===== config.mk =====
export PLATFORM = sky130hd
export DESIGN_NAME = omv_regs
export DESIGN_NICKNAME = d
export VERILOG_FILES = /design/src/rtl/omv_pkg.sv /design/src/rtl/omv_path_dec.sv /design/src/rtl/omv_regs.sv
export SDC_FILE = /design/constraint.sdc
export NUM_CORES = 1
export LEC_CHECK = 0
export ABC_CLOCK_PERIOD_IN_PS = 4700
export BUFFER_PORTS_ARGS = -buffer_cell sky130_fd_sc_hd__buf_2
export CORE_ASPECT_RATIO = 1.1
export CORE_MARGIN = 2
export CORE_UTILIZATION = 40
export CTS_BUF_LIST = sky130_fd_sc_hd__clkbuf_2
export CTS_CLUSTER_SIZE = 10
export DETAILED_ROUTE_END_ITERATION = 8
export PLACE_DENSITY_LB_ADDON = 0.25
export SKIP_CTS_REPAIR_TIMING = 1
export SLEW_MARGIN = 20
export SYNTH_ARGS = -nofsm -noshare
export SYNTH_HDL_FRONTEND = slang
export SYNTH_SLANG_ARGS = --single-unit
export TNS_END_PERCENT = 100

===== constraint.sdc =====
create_clock -name mclk -period 4.7 [get_ports mclk]
set_clock_uncertainty 0.15 [all_clocks]
set_input_delay 0.47 -clock mclk [delete_from_list [all_inputs] [get_ports mclk]]
set_output_delay 0.47 -clock mclk [all_outputs]
set_load 0.02 [all_outputs]

===== src/rtl/omv_pkg.sv =====
// package: offsets, field layout, reset values and gain table constants for output mixer volume
package omv_pkg;

   // ---------------------------------------------------------------
   // register map
   // ---------------------------------------------------------------
   localparam logic [7:0] OMV_LINE2_HPL_OFS  = 8'h2D;
   localparam logic [7:0] OMV_AMP_HPL_OFS    = 8'h2E;
   localparam int         OMV_NUM_PATHS      = 2;

   // ---------------------------------------------------------------
   // field layout and reset values
   // ---------------------------------------------------------------
   localparam int         OMV_ROUTE_BIT      = 7;
   localparam int         OMV_VOL_MSB        = 6;
   localparam logic [7:0] OMV_REG_RST        = 8'h00;
   localparam logic [6:0] OMV_VOL_LINEAR_MAX = 7'h24;  // code 36
   localparam logic [6:0] OMV_VOL_LAST       = 7'h75;  // code 117
   localparam logic [9:0] OMV_MUTE_ATTEN     = 10'h3FF;

   // attenuation in tenths of a dB for a gain code; mute codes give all ones
   function automatic logic [9:0] omv_atten_f(input logic [6:0] code);
      logic [9:0] a;
      a = 10'h000;
      if (code <= OMV_VOL_LINEAR_MAX) begin
         a = 10'(code) * 10'd5;
      end else if (code <= 7'd88) begin
         // 37..75 sit one tenth beyond the linear run, 76..86 two tenths;
         // a few table steps break the pattern and are listed
         case (code)
            7'd71: a = 10'd357;
            7'd73: a = 10'd367;
            7'd75: a = 10'd377;
            7'd87: a = 10'd438;
            7'd88: a = 10'd443;
            default: a = 10'(code) * 10'd5 + (code >= 7'd76 ? 10'd2 : 10'd1);
         endcase
      end else begin
         case (code)
            7'd89:  a = 10'd448;
            7'd90:  a = 10'd452;
            7'd91:  a = 10'd458;
            7'd92:  a = 10'd462;
            7'd93:  a = 10'd467;
            7'd94:  a = 10'd474;
            7'd95:  a = 10'd479;
            7'd96:  a = 10'd482;
            7'd97:  a = 10'd487;
            7'd98:  a = 10'd493;
            7'd99:  a = 10'd500;
            7'd100: a = 10'd503;
            7'd101: a = 10'd510;
            7'd102: a = 10'd514;
            7'd103: a = 10'd518;
            7'd104: a = 10'd522;
            7'd105: a = 10'd527;
            7'd106: a = 10'd537;
            7'd107: a = 10'd542;
            7'd108: a = 10'd553;
            7'd109: a = 10'd567;
            7'd110: a = 10'd583;
            7'd111: a = 10'd602;
            7'd112: a = 10'd627;
            7'd113: a = 10'd643;
            7'd114: a = 10'd662;
            7'd115: a = 10'd687;
            7'd116: a = 10'd722;
            7'd117: a = 10'd783;
            default: a = OMV_MUTE_ATTEN;
         endcase
      end
      return a;
   endfunction

endpackage


===== src/rtl/omv_path_dec.sv =====
// one mixer path: register fields decoded to registered route, gain and mute
`timescale 1ns/100ps
`default_nettype none
module omv_path_dec (
   // clock and reset
   input  wire logic       mclk,
   input  wire logic       reset_n,
   // register content
   input  wire logic [7:0] reg_val,
   // mixer side
   output var  logic       route_en,
   output var  logic [6:0] gain_idx,
   output var  logic [9:0] atten_tenths,
   output var  logic       mute
);
   import omv_pkg::*;

   logic       route_nxt;
   logic [6:0] idx_nxt;
   logic [9:0] att_nxt;
   logic       mute_nxt;

   // decode the stored code; mute codes keep their index but flag mute
   always_comb begin
      route_nxt = reg_val[OMV_ROUTE_BIT];
      idx_nxt   = reg_val[OMV_VOL_MSB:0];
      att_nxt   = omv_atten_f(reg_val[OMV_VOL_MSB:0]);
      mute_nxt  = (reg_val[OMV_VOL_MSB:0] > OMV_VOL_LAST);
   end

   // registered so the analog side sees glitch-free static levels
   always_ff @(posedge mclk or negedge reset_n) begin
      if (!reset_n) begin
         route_en     <= 1'b0;
         gain_idx     <= 7'h00;
         atten_tenths <= 10'h000;
         mute         <= 1'b0;
      end else begin
         route_en     <= route_nxt;
         gain_idx     <= idx_nxt;
         atten_tenths <= att_nxt;
         mute         <= mute_nxt;
      end
   end
endmodule
`default_nettype wire


===== src/rtl/omv_regs.sv =====
// top: register bank for left headphone mixer paths with decoded gain outputs
`timescale 1ns/100ps
`default_nettype none
module omv_regs (
   // clock and reset
   input  wire logic       mclk,
   input  wire logic       reset_n,
   // register port
   input  wire logic [7:0] reg_addr,
   input  wire logic [7:0] reg_wdata,
   input  wire logic       reg_wr,
   input  wire logic       reg_rd,
   output var  logic [7:0] reg_rdata,
   // left line input two to left headphone output
   output var  logic       line2_route_en,
   output var  logic [6:0] line2_gain_idx,
   output var  logic [9:0] line2_atten_tenths,
   output var  logic       line2_mute,
   // left input amplifier to left headphone output
   output var  logic       amp_route_en,
   output var  logic [6:0] amp_gain_idx,
   output var  logic [9:0] amp_atten_tenths,
   output var  logic       amp_mute
);
   import omv_pkg::*;

   // ---------------------------------------------------------------
   // register storage, one entry per path
   // ---------------------------------------------------------------
   logic [7:0] vol_r   [OMV_NUM_PATHS];
   logic [7:0] vol_nxt [OMV_NUM_PATHS];
   logic [7:0] rdata_nxt;

   // address to path index; invalid addresses give no hit
   function automatic logic [1:0] omv_sel_f(input logic [7:0] a);
      logic [1:0] s;
      s = 2'b00;
      if (a == OMV_LINE2_HPL_OFS) begin
         s = 2'b01;
      end else if (a == OMV_AMP_HPL_OFS) begin
         s = 2'b11;
      end
      return s;   // bit 1 = index, bit 0 = hit
   endfunction

   // a write touches only its own path, so drivers never disturb each other
   always_comb begin
      logic [1:0] ws;
      logic [1:0] rs;
      ws = omv_sel_f(reg_addr);
      rs = ws;
      for (int i = 0; i < OMV_NUM_PATHS; i++) begin
         vol_nxt[i] = vol_r[i];
         if (reg_wr && ws[0] && (int'(ws[1]) == i)) begin
            vol_nxt[i] = reg_wdata;
         end
      end
      // unmapped reads answer zero
      rdata_nxt = 8'h00;
      if (reg_rd && rs[0]) begin
         rdata_nxt = vol_r[rs[1]];
      end
   end

   always_ff @(posedge mclk or negedge reset_n) begin
      if (!reset_n) begin
         for (int i = 0; i < OMV_NUM_PATHS; i++) begin
            vol_r[i] <= OMV_REG_RST;
         end
         reg_rdata <= 8'h00;
      end else begin
         for (int i = 0; i < OMV_NUM_PATHS; i++) begin
            vol_r[i] <= vol_nxt[i];
         end
         reg_rdata <= rdata_nxt;
      end
   end

   // ---------------------------------------------------------------
   // per-path decoders, one instance per volume control
   // ---------------------------------------------------------------
   omv_path_dec u_line2 (
      .mclk         (mclk),
      .reset_n      (reset_n),
      .reg_val      (vol_r[0]),
      .route_en     (line2_route_en),
      .gain_idx     (line2_gain_idx),
      .atten_tenths (line2_atten_tenths),
      .mute         (line2_mute)
   );

   omv_path_dec u_amp (
      .mclk         (mclk),
      .reset_n      (reset_n),
      .reg_val      (vol_r[1]),
      .route_en     (amp_route_en),
      .gain_idx     (amp_gain_idx),
      .atten_tenths (amp_atten_tenths),
      .mute         (amp_mute)
   );
endmodule
`default_nettype wire


# == Yosys cells after proc, flatten, opt, wreduce, memory -nomap -nowiden ==
# Memories as Yosys holds them, arrays and structs flattened.
# Index checks and enable logic that the tools add are counted.
# totals
regBits,62
mem_bits_ro,2560
inputBits,20
out_inout_bits,46
wordCells,58
memories,2
# op_classes
addsub,2
mul,2
n_lt_le_gt_ge,9
eq_ne,12
mux,14
bitwise,2
n_reduce_logical,4
# memory_table
name,words,word_bits,rd,rd_ports_with_merged_regs,wr,line_no,rtl
(name not given),128,10,1,0,0,omv_pkg.sv:39,case (code)
(name not given),128,10,1,0,0,omv_pkg.sv:39,
# ops
operator,n
$pmux 10 s5,2
$eq 7x7->1 const B,10
$mux 10,4
$mux 8,4
$add 10x10->10,2
$mul 7x3->10 const B,2
$eq 8x6->1 const B,2
$ge 7x7->1 const B,2
$gt 7x7->1 const B,2
$le 7x6->1 const B,2
$le 7x7->1 const B,2
$mux 2,4
$logic_and 1x1->1,4
$ge 2x2->1 const B,1
$not 1->2,1
$not 1->1,1

# == Logic depth before layout (Yosys ltp) ==
# Gate-level depths: netlist (run 1).
# logic_depth
depth_word,8
depth_mapped,14

# == Cells and area by module ==
# From an unflattened synthesis (run 1), not the netlist that was laid out.
# unflattened
cells_unflattened,540
area_unflattened_um2,4936.0
# modules_own_cells
module,instances,cells_per_inst,area_each_um2
omv_path_dec (u_amp),1,235,1983.2
omv_path_dec (u_line2),1,237,1979.4
omv_regs,1,68,973.4

# == Worst setup path before layout (run 1) ==
# No wires, ideal clock.
# synth_timing
kind,reg-to-reg
start,register vol_r[2] (netlist bit)
end,register u_amp.atten_tenths[8]
setup_ps,131
arrival_ps,3313
required_ps,4419
slack_ps,1107
stages_incl_launch_ff,14
synth_period_minus_slack_ps,3593
cell_sequence,dfrtp_1 > buf_2 > buf_2 > clkbuf_1 > and2_1 > o31a_1 > inv_1 > ha_1 > fa_1 > nand3_2 > or3_4 > or4_4 > a2111oi_4 > nor3_1
# synth_between
elab_chain_len,6
elab_cells_between_ends,15
cone_classes,1 x add/sub; 1 x mul; 3 x order compare; 5 x eq/ne; 4 x mux; 1 x memory
# synth_lines
element,line_no,rtl
start: declaration,omv_regs.sv:30,logic [7:0] vol_r [OMV_NUM_PATHS];
start signal: indexed assignment,omv_regs.sv:73,vol_r[i] <= vol_nxt[i];
branches (longest 5 deep; another with $mul 7x3->10),n/a,
$mux 10 *,omv_pkg.sv:25,if (code <= OMV_VOL_LINEAR_MAX) begin
via u_amp.att_nxt[8],omv_path_dec.sv:20,logic [9:0] att_nxt;
end signal: assignment,omv_path_dec.sv:41,atten_tenths <= att_nxt;
end: declaration,omv_path_dec.sv:13,"output var logic [9:0] atten_tenths,"
# Mark *: on every way through the listed nets, which the timed path passes.
# A chain may end at the register's enable or synchronous reset.

# == Worst setup path after layout (run 1) ==
# layout_timing
start,register vol_r[5] (netlist bit)
end,register u_amp.atten_tenths[8]
# Same word-level chain as after synthesis.

==> impl_table.tex, run 1 <==
\begin{tabular}{lr}
\hline
Metric & Value \\
\hline
\multicolumn{2}{l}{\textbf{Outcome}} \\
\quad Status & finished clean \\
\multicolumn{2}{l}{\textbf{Worst setup path}} \\
\quad Crit path launch & vol\_r[5] \\
\quad Cell with the largest stage delay on the worst path & sky130\_fd\_sc\_hd\_\_dfrtp\_1 \\
\quad Number of buffer and inverter stages on the critical path & 0 \\
\quad Critical path data arrival time & 3650 ps \\
\quad Category of the worst setup path launch point & flop \\
\quad Chain of cells forming the critical path & ha\_1, ha\_1, xor2\_1, or3\_4, or4\_4, a2111oi\_4, nor3\_1 \\
\quad Critical setup path kind & flop to flop \\
\quad Delay-heaviest family, CP & simple AND/OR/NAND/NOR gates \\
\quad Sort of element at the end of the critical path & flop \\
\quad Cells on worst reg2reg path & 7 \\
\quad Largest stage delay on the critical path & 860 ps \\
\quad Launching point of the worst reg2reg path & vol\_r[5] \\
\quad Critical path required time & 4970 ps \\
\quad Most frequent cell on the critical path & sky130\_fd\_sc\_hd\_\_ha\_1 \\
\quad Crit path depth & 7 \\
\quad Largest fanout on the critical path & 23 \\
\multicolumn{2}{l}{\textbf{STA}} \\
\quad Number of hold violations in the final report & 0 \\
\quad Hold slack final & 237 ps \\
\quad Setup-violating endpoint count in the final report & 0 \\
\quad Slew Limit Fails & 0 \\
\quad Slew of the pin with the lowest slew margin & 783 ps \\
\quad Max Clock Freq & 0.296 GHz \\
\quad Setup TNS Final & 0 ps \\
\quad Final WS setup & 1320 ps \\
\quad RSZ-0062 raised after global routing & false \\
\quad Shortest clock period the worst path allows after layout & 3380 ps \\
\quad Final cycle utilization of the critical path & 71.8\% \\
\quad Max\_slew headroom & 47.8\% \\
\multicolumn{2}{l}{\textbf{CTS}} \\
\quad Library cell used as clock root buffer & sky130\_fd\_sc\_hd\_\_clkbuf\_2 \\
\quad CTS H-tree depth & 3 \\
\quad Worst skew pair latency & 530 ps \\
\quad Number of buffers inserted during clock tree synthesis & 9 \\
\quad Clock-pin slew of the registers on the worst-case setup and hold paths & 200 ps \\
\quad Clock tree from TritonCTS & built \\
\quad Worst-case clock buffer depth & 2 \\
\quad Clock sinks & 62 \\
\multicolumn{2}{l}{\textbf{Placed design}} \\
\quad Final RePlAce weighted congestion & 0.911 \\
\quad Count of input and output buffers & 65 \\
\quad Pre-CTS WS & 1350 ps \\
\quad Final HPWL DP & 9180 um \\
\multicolumn{2}{l}{\textbf{Yosys}} \\
\quad Post-synthesis share of cell area spent on and, or, nand and nor gates & 19.0\% \\
\quad Share of synthesized area spent on multiplexers & 5.97\% \\
\quad Cell area after synthesis & 0.00478 mm\^{}2 \\
\quad Top flip-flop cell by instance count after synthesis & sky130\_fd\_sc\_hd\_\_dfrtp\_1 \\
\quad Synth Register Bits & 62 \\
\quad Number of flops mapped to enable cells by yosys & 0 \\
\quad Dominant combinational cell family by area after synthesis & compound AO/OA/AOI/OAI gates \\
\quad Synth warnings & 0 \\
\quad Count of cell types in the netlist & 75 \\
\quad Xor/xnor share of the synthesized area & 1.83\% \\
\quad Gate count of the mapped netlist & 545 \\
\quad Fraction of registers with async set or reset after synthesis & 100\% \\
\quad Adder-cell area share of the yosys netlist & 12.4\% \\
\quad Area fraction in compound gates after synthesis & 23.7\% \\
\quad Sequential element share of the synthesized area & 32.5\% \\
\quad Post-Synthesis Mean Instance Area & 8.77 um\^{}2 \\
\quad Post-synth net total & 609 \\
\multicolumn{2}{l}{\textbf{Global route}} \\
\quad Initial antenna violation count & 1 \\
\quad First-pass GRT wire length & 21,100 um \\
\quad Congestion Overflow GR & 0 \\
\quad Number of global-route vias before repair & 4,181 \\
\quad Tot GR Track Use & 21.0\% \\
\quad Largest net degree at the start of global routing & 63 \\
\multicolumn{2}{l}{\textbf{Floorplan}} \\
\quad X dimension of the die & 108 um \\
\quad Row cnt & 41 \\
\quad Core outline area & 0.0115 mm\^{}2 \\
\quad Die Footprint & 0.0128 mm\^{}2 \\
\quad Height of the chip & 119 um \\
\quad Starting density of the core & 41.4\% \\
\quad I/O pins & 66 \\
\multicolumn{2}{l}{\textbf{Routing}} \\
\quad Number of nets with antenna violations after detailed routing & 0 \\
\quad Average detailed-routed wire length per instance & 16.8 um \\
\quad Detailed Route Iter0 Violations & 264 \\
\quad Final wirelength & 12,900 um \\
\quad Final routed DRC violation total & 0 \\
\quad Number of vias after detailed routing & 4,399 \\
\quad Number of vias per cell after detailed routing & 5.72 \\
\quad First-pass iteration count of the detailed router & 4 \\
\multicolumn{2}{l}{\textbf{Power and ir drop}} \\
\quad Proportion of total power due to net switching & 34.6\% \\
\quad Flop pwr share & 48.1\% \\
\quad Relative contribution of combinational cells to total power & 23.1\% \\
\quad Cell leakage power & 2.56 nW \\
\quad Share of power burned in the clock network & 28.8\% \\
\quad Psw & 414 uW \\
\quad Worst voltage drop across the vdd grid & 122 uV \\
\quad Internal power consumption & 783 uW \\
\quad Power density over cell area & 218 mW/mm\^{}2 \\
\multicolumn{2}{l}{\textbf{Final layout}} \\
\quad Number of fill cells & 1,135 \\
\quad Multi-input gate area in the final layout & 0.00300 mm\^{}2 \\
\quad Layout cells sized above 1 & 20.4\% \\
\quad Layout overhead on the synthesized area & 14.7\% \\
\quad Nets@finish & 677 \\
\quad Area occupied by registers & 0.00155 mm\^{}2 \\
\multicolumn{2}{l}{\textbf{Min path}} \\
\quad Tightest Hold Check Type & input port to flop \\
\quad Startpoint of the most critical hold path & reg\_addr[0] \\
\quad Number of stages on the worst hold path & 4 \\
\multicolumn{2}{l}{\textbf{Flow run}} \\
\quad Reported max-cap violation count & 0 \\
\hline
\end{tabular}
worst paths after layout:
| kind | endpoint | slack, ps |
|---|---|---|
| setup / recovery | u_amp.atten_tenths[8] | 1320 |
| hold / removal | reg_rdata[2] | 240 |
| setup reg to reg | u_amp.atten_tenths[8] | 1320 |
| hold reg to reg | u_line2.route_en | 270 |
| max in group asynchronous | u_amp.gain_idx[1] | 3400 |
| min in group asynchronous | u_line2.atten_tenths[3] | 470 |
power groups by stage:
stage / logic [mW] / registers [mW] / clock network [mW]
2_1_floorplan: 0.154 / 0.612 / 0
3_3_place_gp: 0.268 / 0.585 / 0
3_5_place_dp: 0.270 / 0.586 / 0
4_1_cts: 0.271 / 0.576 / 0.358
5_1_grt: 0.308 / 0.580 / 0.387
6_report: 0.277 / 0.576 / 0.344
cell families (layout without fill, tap and decap cells):
family	count (synthesis)	after routing
flip-flops	62	62
adder cells (fa/ha/maj)	45	45
buffers and inverters	58	131
AND/OR/NAND/NOR	179	179
multiplexers	24	24
AO/OA/AOI/OAI	167	167
other	0	1
XOR/XNOR	10	10
flip-flops by register name, indices dropped and copies added (netlist names):
signal / cells
u_amp.atten_tenths: 10
u_line2.mute: 1
u_line2.gain_idx: 7
u_amp.mute: 1
u_line2.route_en: 1
reg_rdata: 8
u_line2.atten_tenths: 10
vol_r: 16
u_amp.gain_idx: 7
u_amp.route_en: 1
placed cells by master, fill, tap and decap left out, drive strengths merged, types with 16 or more instances in the layout:
cell | synthesis | layout
dfrtp | 62 | 62
nand2 | 53 | 53
a21oi | 50 | 50
mux2 | 16 | 16
ha | 40 | 40
o21ai | 38 | 38
nor2 | 35 | 35
nand3 | 23 | 23
buf | 5 | 78
inv | 28 | 28
metal layers:
metal  track usage, %  routed length (um)
met2             35.0                6590
met4             7.61                 283
met5                0                   0
met1             26.9                5320
met3             3.86                 704
through the flow:
step	total power, mW	area [um^2]	utilization (%)	instances
2_1_floorplan	0.765	4780	-	545
3_3_place_gp	0.854	5270	45.7	743
3_5_place_dp	0.855	5270	45.7	743
4_1_cts	1.21	5390	46.7	759
5_1_grt	1.27	5480	47.5	769
6_report	1.20	5480	47.5	769
worst register-to-register path, cell delays in order (launching register included):
cell	delay, ps
sky130_fd_sc_hd__dfrtp_1	860
sky130_fd_sc_hd__ha_1	370
sky130_fd_sc_hd__ha_1	340
sky130_fd_sc_hd__xor2_1	210
sky130_fd_sc_hd__or3_4	360
sky130_fd_sc_hd__or4_4	540
sky130_fd_sc_hd__a2111oi_4	350
sky130_fd_sc_hd__nor3_1	110
layout make-up:
class / instances / share of cell area, %
inverter: 28 / 1.92
clock buffer: 9 / 0.822
multi-input combinational: 425 / 54.8
antenna: 1 / 0.0456
tap: 150 / 3.42
timing repair buffer: 87 / 9.36
clock inverter: 7 / 1.37
sequential: 62 / 28.3
Yosys cell counts (3+ instances only):
cell,number,area (um^2)
sky130_fd_sc_hd__and2_1,7,43.8
sky130_fd_sc_hd__o21ai_0,37,185
sky130_fd_sc_hd__a31oi_1,8,50.1
sky130_fd_sc_hd__o31ai_1,4,30.0
sky130_fd_sc_hd__nand2b_1,13,81.3
sky130_fd_sc_hd__nor3_1,8,40.0
sky130_fd_sc_hd__nand3_1,22,110
sky130_fd_sc_hd__a21oi_1,48,240
sky130_fd_sc_hd__mux2i_1,6,60.1
sky130_fd_sc_hd__fa_1,4,80.1
sky130_fd_sc_hd__xnor2_1,7,61.3
sky130_fd_sc_hd__ha_1,40,500
sky130_fd_sc_hd__a211oi_1,6,45.0
sky130_fd_sc_hd__mux2_2,16,180
sky130_fd_sc_hd__a311oi_1,4,35.0
sky130_fd_sc_hd__inv_1,28,105
sky130_fd_sc_hd__nor2b_1,11,68.8
sky130_fd_sc_hd__xor2_1,3,26.3
sky130_fd_sc_hd__o21bai_1,4,30.0
sky130_fd_sc_hd__o211ai_1,3,22.5
sky130_fd_sc_hd__a22oi_1,3,22.5
sky130_fd_sc_hd__o221ai_1,3,26.3
sky130_fd_sc_hd__buf_2,5,25.0
sky130_fd_sc_hd__o22ai_1,4,25.0
sky130_fd_sc_hd__nor3b_1,4,30.0
sky130_fd_sc_hd__nand2_1,53,199
sky130_fd_sc_hd__dfrtp_1,62,1550
sky130_fd_sc_hd__nor2_1,35,131
sky130_fd_sc_hd__clkbuf_1,25,93.8
sky130_fd_sc_hd__and3b_1,5,43.8
sky130_fd_sc_hd__a21o_1,9,67.6
Power figures use the tool's default switching activity.
==> run 2, diff against run 1 <==
Settings changed: ABC_CLOCK_PERIOD_IN_PS 4700 to 3000.
Clock period 4.7 ns to 3 ns, I/O delays scaled along.
==> run 2 against run 1 <==
Effect of this change:
- routed wire length up 6.7%
- combinational power is 73% higher
- fmax is 13% higher
- core utilization rose by 2.4 points
- die area unchanged
- power increased by 52%
- largest cell class unchanged
- sequential power is 56% higher
- worst setup slack worse by 1300 ps
- highest routed layer unchanged
- first-iteration DRC count down 3.8%
- critical path type unchanged
- sequential share of layout area down 1.2 points
- critical path depth up 2
==> impl_table.tex, run 2 (same netlist as run 1, synthesis figures left out) <==
\begin{tabular}{lr}
\hline
Metric & Value \\
\hline
\multicolumn{2}{l}{\textbf{Final layout}} \\
\quad Most common library cell in the layout ignoring fill and taps & sky130\_fd\_sc\_hd\_\_buf\_2 \\
\quad Commonest cells after routing, fill and taps aside & 65 x sky130\_fd\_sc\_hd\_\_buf\_2, 58 x sky130\_fd\_sc\_hd\_\_dfrtp\_1, 53 x sky130\_fd\_sc\_hd\_\_nand2\_1, 46 x sky130\_fd\_sc\_hd\_\_a21oi\_1, 40 x sky130\_fd\_sc\_hd\_\_buf\_4 \\
\quad Top Registers & vol\_r: 16 flops, u\_amp.atten\_tenths: 10 flops, u\_line2.atten\_tenths: 10 flops \\
\quad Layout overhead on the synthesized area & 20.4\% \\
\quad Nets@finish & 704 (+4.0\%) \\
\quad Largest register FFs & 16 (unchanged) \\
\quad Final core utilization & 49.9\% (+2.4 points) \\
\quad Non-filler instance count after layout & 796 (+3.5\%) \\
\quad Register bank with the most flops & vol\_r \\
\quad Number of fill cells & 1,099 (-3.2\%) \\
\quad Layout cells sized above 1 & 27.6\% (+7.2 points) \\
\multicolumn{2}{l}{\textbf{Placed design}} \\
\quad Final RePlAce weighted congestion & 0.908 (-0.29\%) \\
\quad Final HPWL DP & 9860 um (+7.4\%) \\
\quad Number of instances in the placed design & 765 (+3.0\%) \\
\quad Count of input and output buffers & 65 (unchanged) \\
\multicolumn{2}{l}{\textbf{Power and ir drop}} \\
\quad Power density over cell area & 315 mW/mm\^{}2 (+45\%) \\
\quad Relative contribution of combinational cells to total power & 26.3\% (+3.2 points) \\
\quad Worst voltage drop across the vdd grid & 150 uV (+23\%) \\
\quad Flop pwr share & 49.4\% (+1.3 points) \\
\quad Cell leakage power & 2.68 nW (+4.6\%) \\
\quad Share of power burned in the clock network & 24.3\% (-4.5 points) \\
\quad Psw & 657 uW (+59\%) \\
\quad Internal power consumption & 1.16 mW (+48\%) \\
\quad Proportion of total power due to net switching & 36.2\% (+1.6 points) \\
\multicolumn{2}{l}{\textbf{Outcome}} \\
\quad Status & finished clean \\
\multicolumn{2}{l}{\textbf{STA}} \\
\quad Slew Limit Fails & 0 (unchanged) \\
\quad Setup TNS Final & 0 ps (unchanged) \\
\quad Slew of the pin with the lowest slew margin & 612 ps (-171 ps) \\
\quad Number of hold violations in the final report & 0 (unchanged) \\
\quad Final cycle utilization of the critical path & 99.7\% (+28 points) \\
\quad Shortest clock period the worst path allows after layout & 2990 ps (-386 ps) \\
\quad Max\_slew headroom & 59.0\% (+11 points) \\
\quad Hold slack final & 22.6 ps (-214 ps) \\
\quad Setup-violating endpoint count in the final report & 0 (unchanged) \\
\quad Max Clock Freq & 0.334 GHz (+13\%) \\
\quad RSZ-0062 raised after global routing & true \\
\multicolumn{2}{l}{\textbf{Worst setup path}} \\
\quad Chain of cells forming the critical path & buf\_4, ha\_1, ha\_1, inv\_1, fa\_2, or3\_4, or4\_4, a2111oi\_4, nor3\_2 \\
\quad R2r endpoint & u\_amp.atten\_tenths[8] \\
\quad Most frequent cell on the critical path & sky130\_fd\_sc\_hd\_\_ha\_1 \\
\quad Sort of element at the end of the critical path & flop \\
\quad Critical path required time & 3290 ps (-1680 ps) \\
\quad Slack of the worst reg-to-reg path & 10 ps (-1310 ps) \\
\quad Cells on worst reg2reg path & 9 (+2) \\
\quad Category of the worst setup path launch point & flop \\
\quad Number of buffer and inverter stages on the critical path & 2 (+2) \\
\quad Largest fanout on the critical path & 4 (-83\%) \\
\quad Largest stage delay on the critical path & 510 ps (-350 ps) \\
\quad Cell with the largest stage delay on the worst path & sky130\_fd\_sc\_hd\_\_or4\_4 \\
\quad Delay-heaviest family, CP & simple AND/OR/NAND/NOR gates \\
\quad Launching point of the worst reg2reg path & vol\_r[2] \\
\quad Critical setup path kind & flop to flop \\
\quad Critical path data arrival time & 3280 ps (-370 ps) \\
\multicolumn{2}{l}{\textbf{Routing}} \\
\quad First-pass iteration count of the detailed router & 5 (+1) \\
\quad Number of vias per cell after detailed routing & 5.68 (-0.69\%) \\
\quad Final routed DRC violation total & 0 (unchanged) \\
\quad Number of nets with antenna violations after detailed routing & 0 (unchanged) \\
\quad Number of vias after detailed routing & 4,522 (+2.8\%) \\
\quad Detailed Route Iter0 Violations & 254 (-3.8\%) \\
\quad Average detailed-routed wire length per instance & 17.3 um (+3.1\%) \\
\quad Final wirelength & 13,800 um (+6.7\%) \\
\multicolumn{2}{l}{\textbf{Global route}} \\
\quad Number of global-route vias before repair & 4,374 (+4.6\%) \\
\quad Congestion Overflow GR & 0 (unchanged) \\
\quad Tot GR Track Use & 21.8\% (+0.80 points) \\
\quad Largest net degree at the start of global routing & 35 (-44\%) \\
\quad Initial antenna violation count & 1 (unchanged) \\
\quad First-pass GRT wire length & 22,000 um (+4.2\%) \\
\multicolumn{2}{l}{\textbf{CTS}} \\
\quad Clock sinks & 62 (unchanged) \\
\quad Worst skew pair latency & 530 ps (about the same) \\
\quad CTS H-tree depth & 3 (unchanged) \\
\quad Library cell used as clock root buffer & sky130\_fd\_sc\_hd\_\_clkbuf\_2 \\
\quad Number of buffers inserted during clock tree synthesis & 9 (unchanged) \\
\quad Clock tree from TritonCTS & built \\
\quad Worst-case clock buffer depth & 2 (unchanged) \\
\quad Clock-pin slew of the registers on the worst-case setup and hold paths & 200 ps (about the same) \\
\multicolumn{2}{l}{\textbf{Floorplan}} \\
\quad Die Footprint & 0.0128 mm\^{}2 (unchanged) \\
\quad Height of the chip & 119 um (unchanged) \\
\quad Starting density of the core & 41.4\% (unchanged) \\
\quad X dimension of the die & 108 um (unchanged) \\
\quad I/O pins & 66 (unchanged) \\
\quad Core outline area & 0.0115 mm\^{}2 (unchanged) \\
\quad Row cnt & 41 (unchanged) \\
\multicolumn{2}{l}{\textbf{Min path}} \\
\quad Tightest Hold Check Type & input port to flop \\
\quad Number of stages on the worst hold path & 4 (unchanged) \\
\quad Hold path endpoint & reg\_rdata[0] \\
\quad Startpoint of the most critical hold path & reg\_addr[0] \\
\multicolumn{2}{l}{\textbf{Flow run}} \\
\quad Reported max-cap violation count & 0 (unchanged) \\
\hline
\end{tabular}
run 2: changes by cell type in the layout (fill, tap and decap cells not counted), sizes merged:
cell	before	now
clkinv	3	4
buf	78	105
bufinv	1	0
run 2: worst max path at each step:
stage               cells past startpoint                       to      from  slack (ps)
floorplan                              13    u_amp.atten_tenths[8]  vol_r[2]        -380
CTS                                    11  u_line2.atten_tenths[7]  vol_r[9]         -70
finish                                  9    u_amp.atten_tenths[8]  vol_r[2]          10
global placement                       11  u_line2.atten_tenths[7]  vol_r[9]          60
global route                            9    u_amp.atten_tenths[8]  vol_r[2]         -50
detailed placement                     11  u_line2.atten_tenths[7]  vol_r[9]         -40
run 2: cell type report:
cell class | instances | area, um^2 | share of cell area [%]
Antenna cell | 1 | 2.50 | 0.0435
Clock buffer | 9 | 45.0 | 0.783
Multi-Input combinational cell | 425 | 3100 | 53.9
Sequential cell | 62 | 1560 | 27.0
Inverter | 28 | 105 | 1.83
Clock inverter | 7 | 41.3 | 0.718
Timing Repair Buffer | 114 | 716 | 12.4
Tap cell | 150 | 188 | 3.26
run 2: worst min-delay path, delay by kind of cell:
family / cells / cell delay (ps)
AO/OA/AOI/OAI: 1 / 60
AND/OR/NAND/NOR: 2 / 240
buffers and inverters: 1 / 80
run 2: per-layer routing:
metal	global-route usage, %	wire [um]	up-vias
li1	-	-	2166
met1	27.2	5650	2183
met2	37.5	7150	146
met3	3.75	639	27
met4	7.53	311	0
met5	0	0	-
run 2: power groups by stage:
stage / combinational [mW] / clock [mW] / sequential (mW)
after detailed placement: 0.453 / 0 / 0.912
after floorplan: 0.249 / 0 / 0.959
after CTS: 0.455 / 0.456 / 0.896
final: 0.478 / 0.441 / 0.896
after global placement: 0.449 / 0 / 0.910
after global routing: 0.528 / 0.491 / 0.902
run 2: stage by stage:
stage | setup WS [ps] | cell area (um^2) | power [mW]
after floorplan | -377 | 4860 | 1.21
after global placement | 63.6 | 5460 | 1.36
after detailed placement | -35.3 | 5460 | 1.36
after CTS | -72.9 | 5550 | 1.81
after global routing | -51.3 | 5750 | 1.92
final | 10.3 | 5750 | 1.82
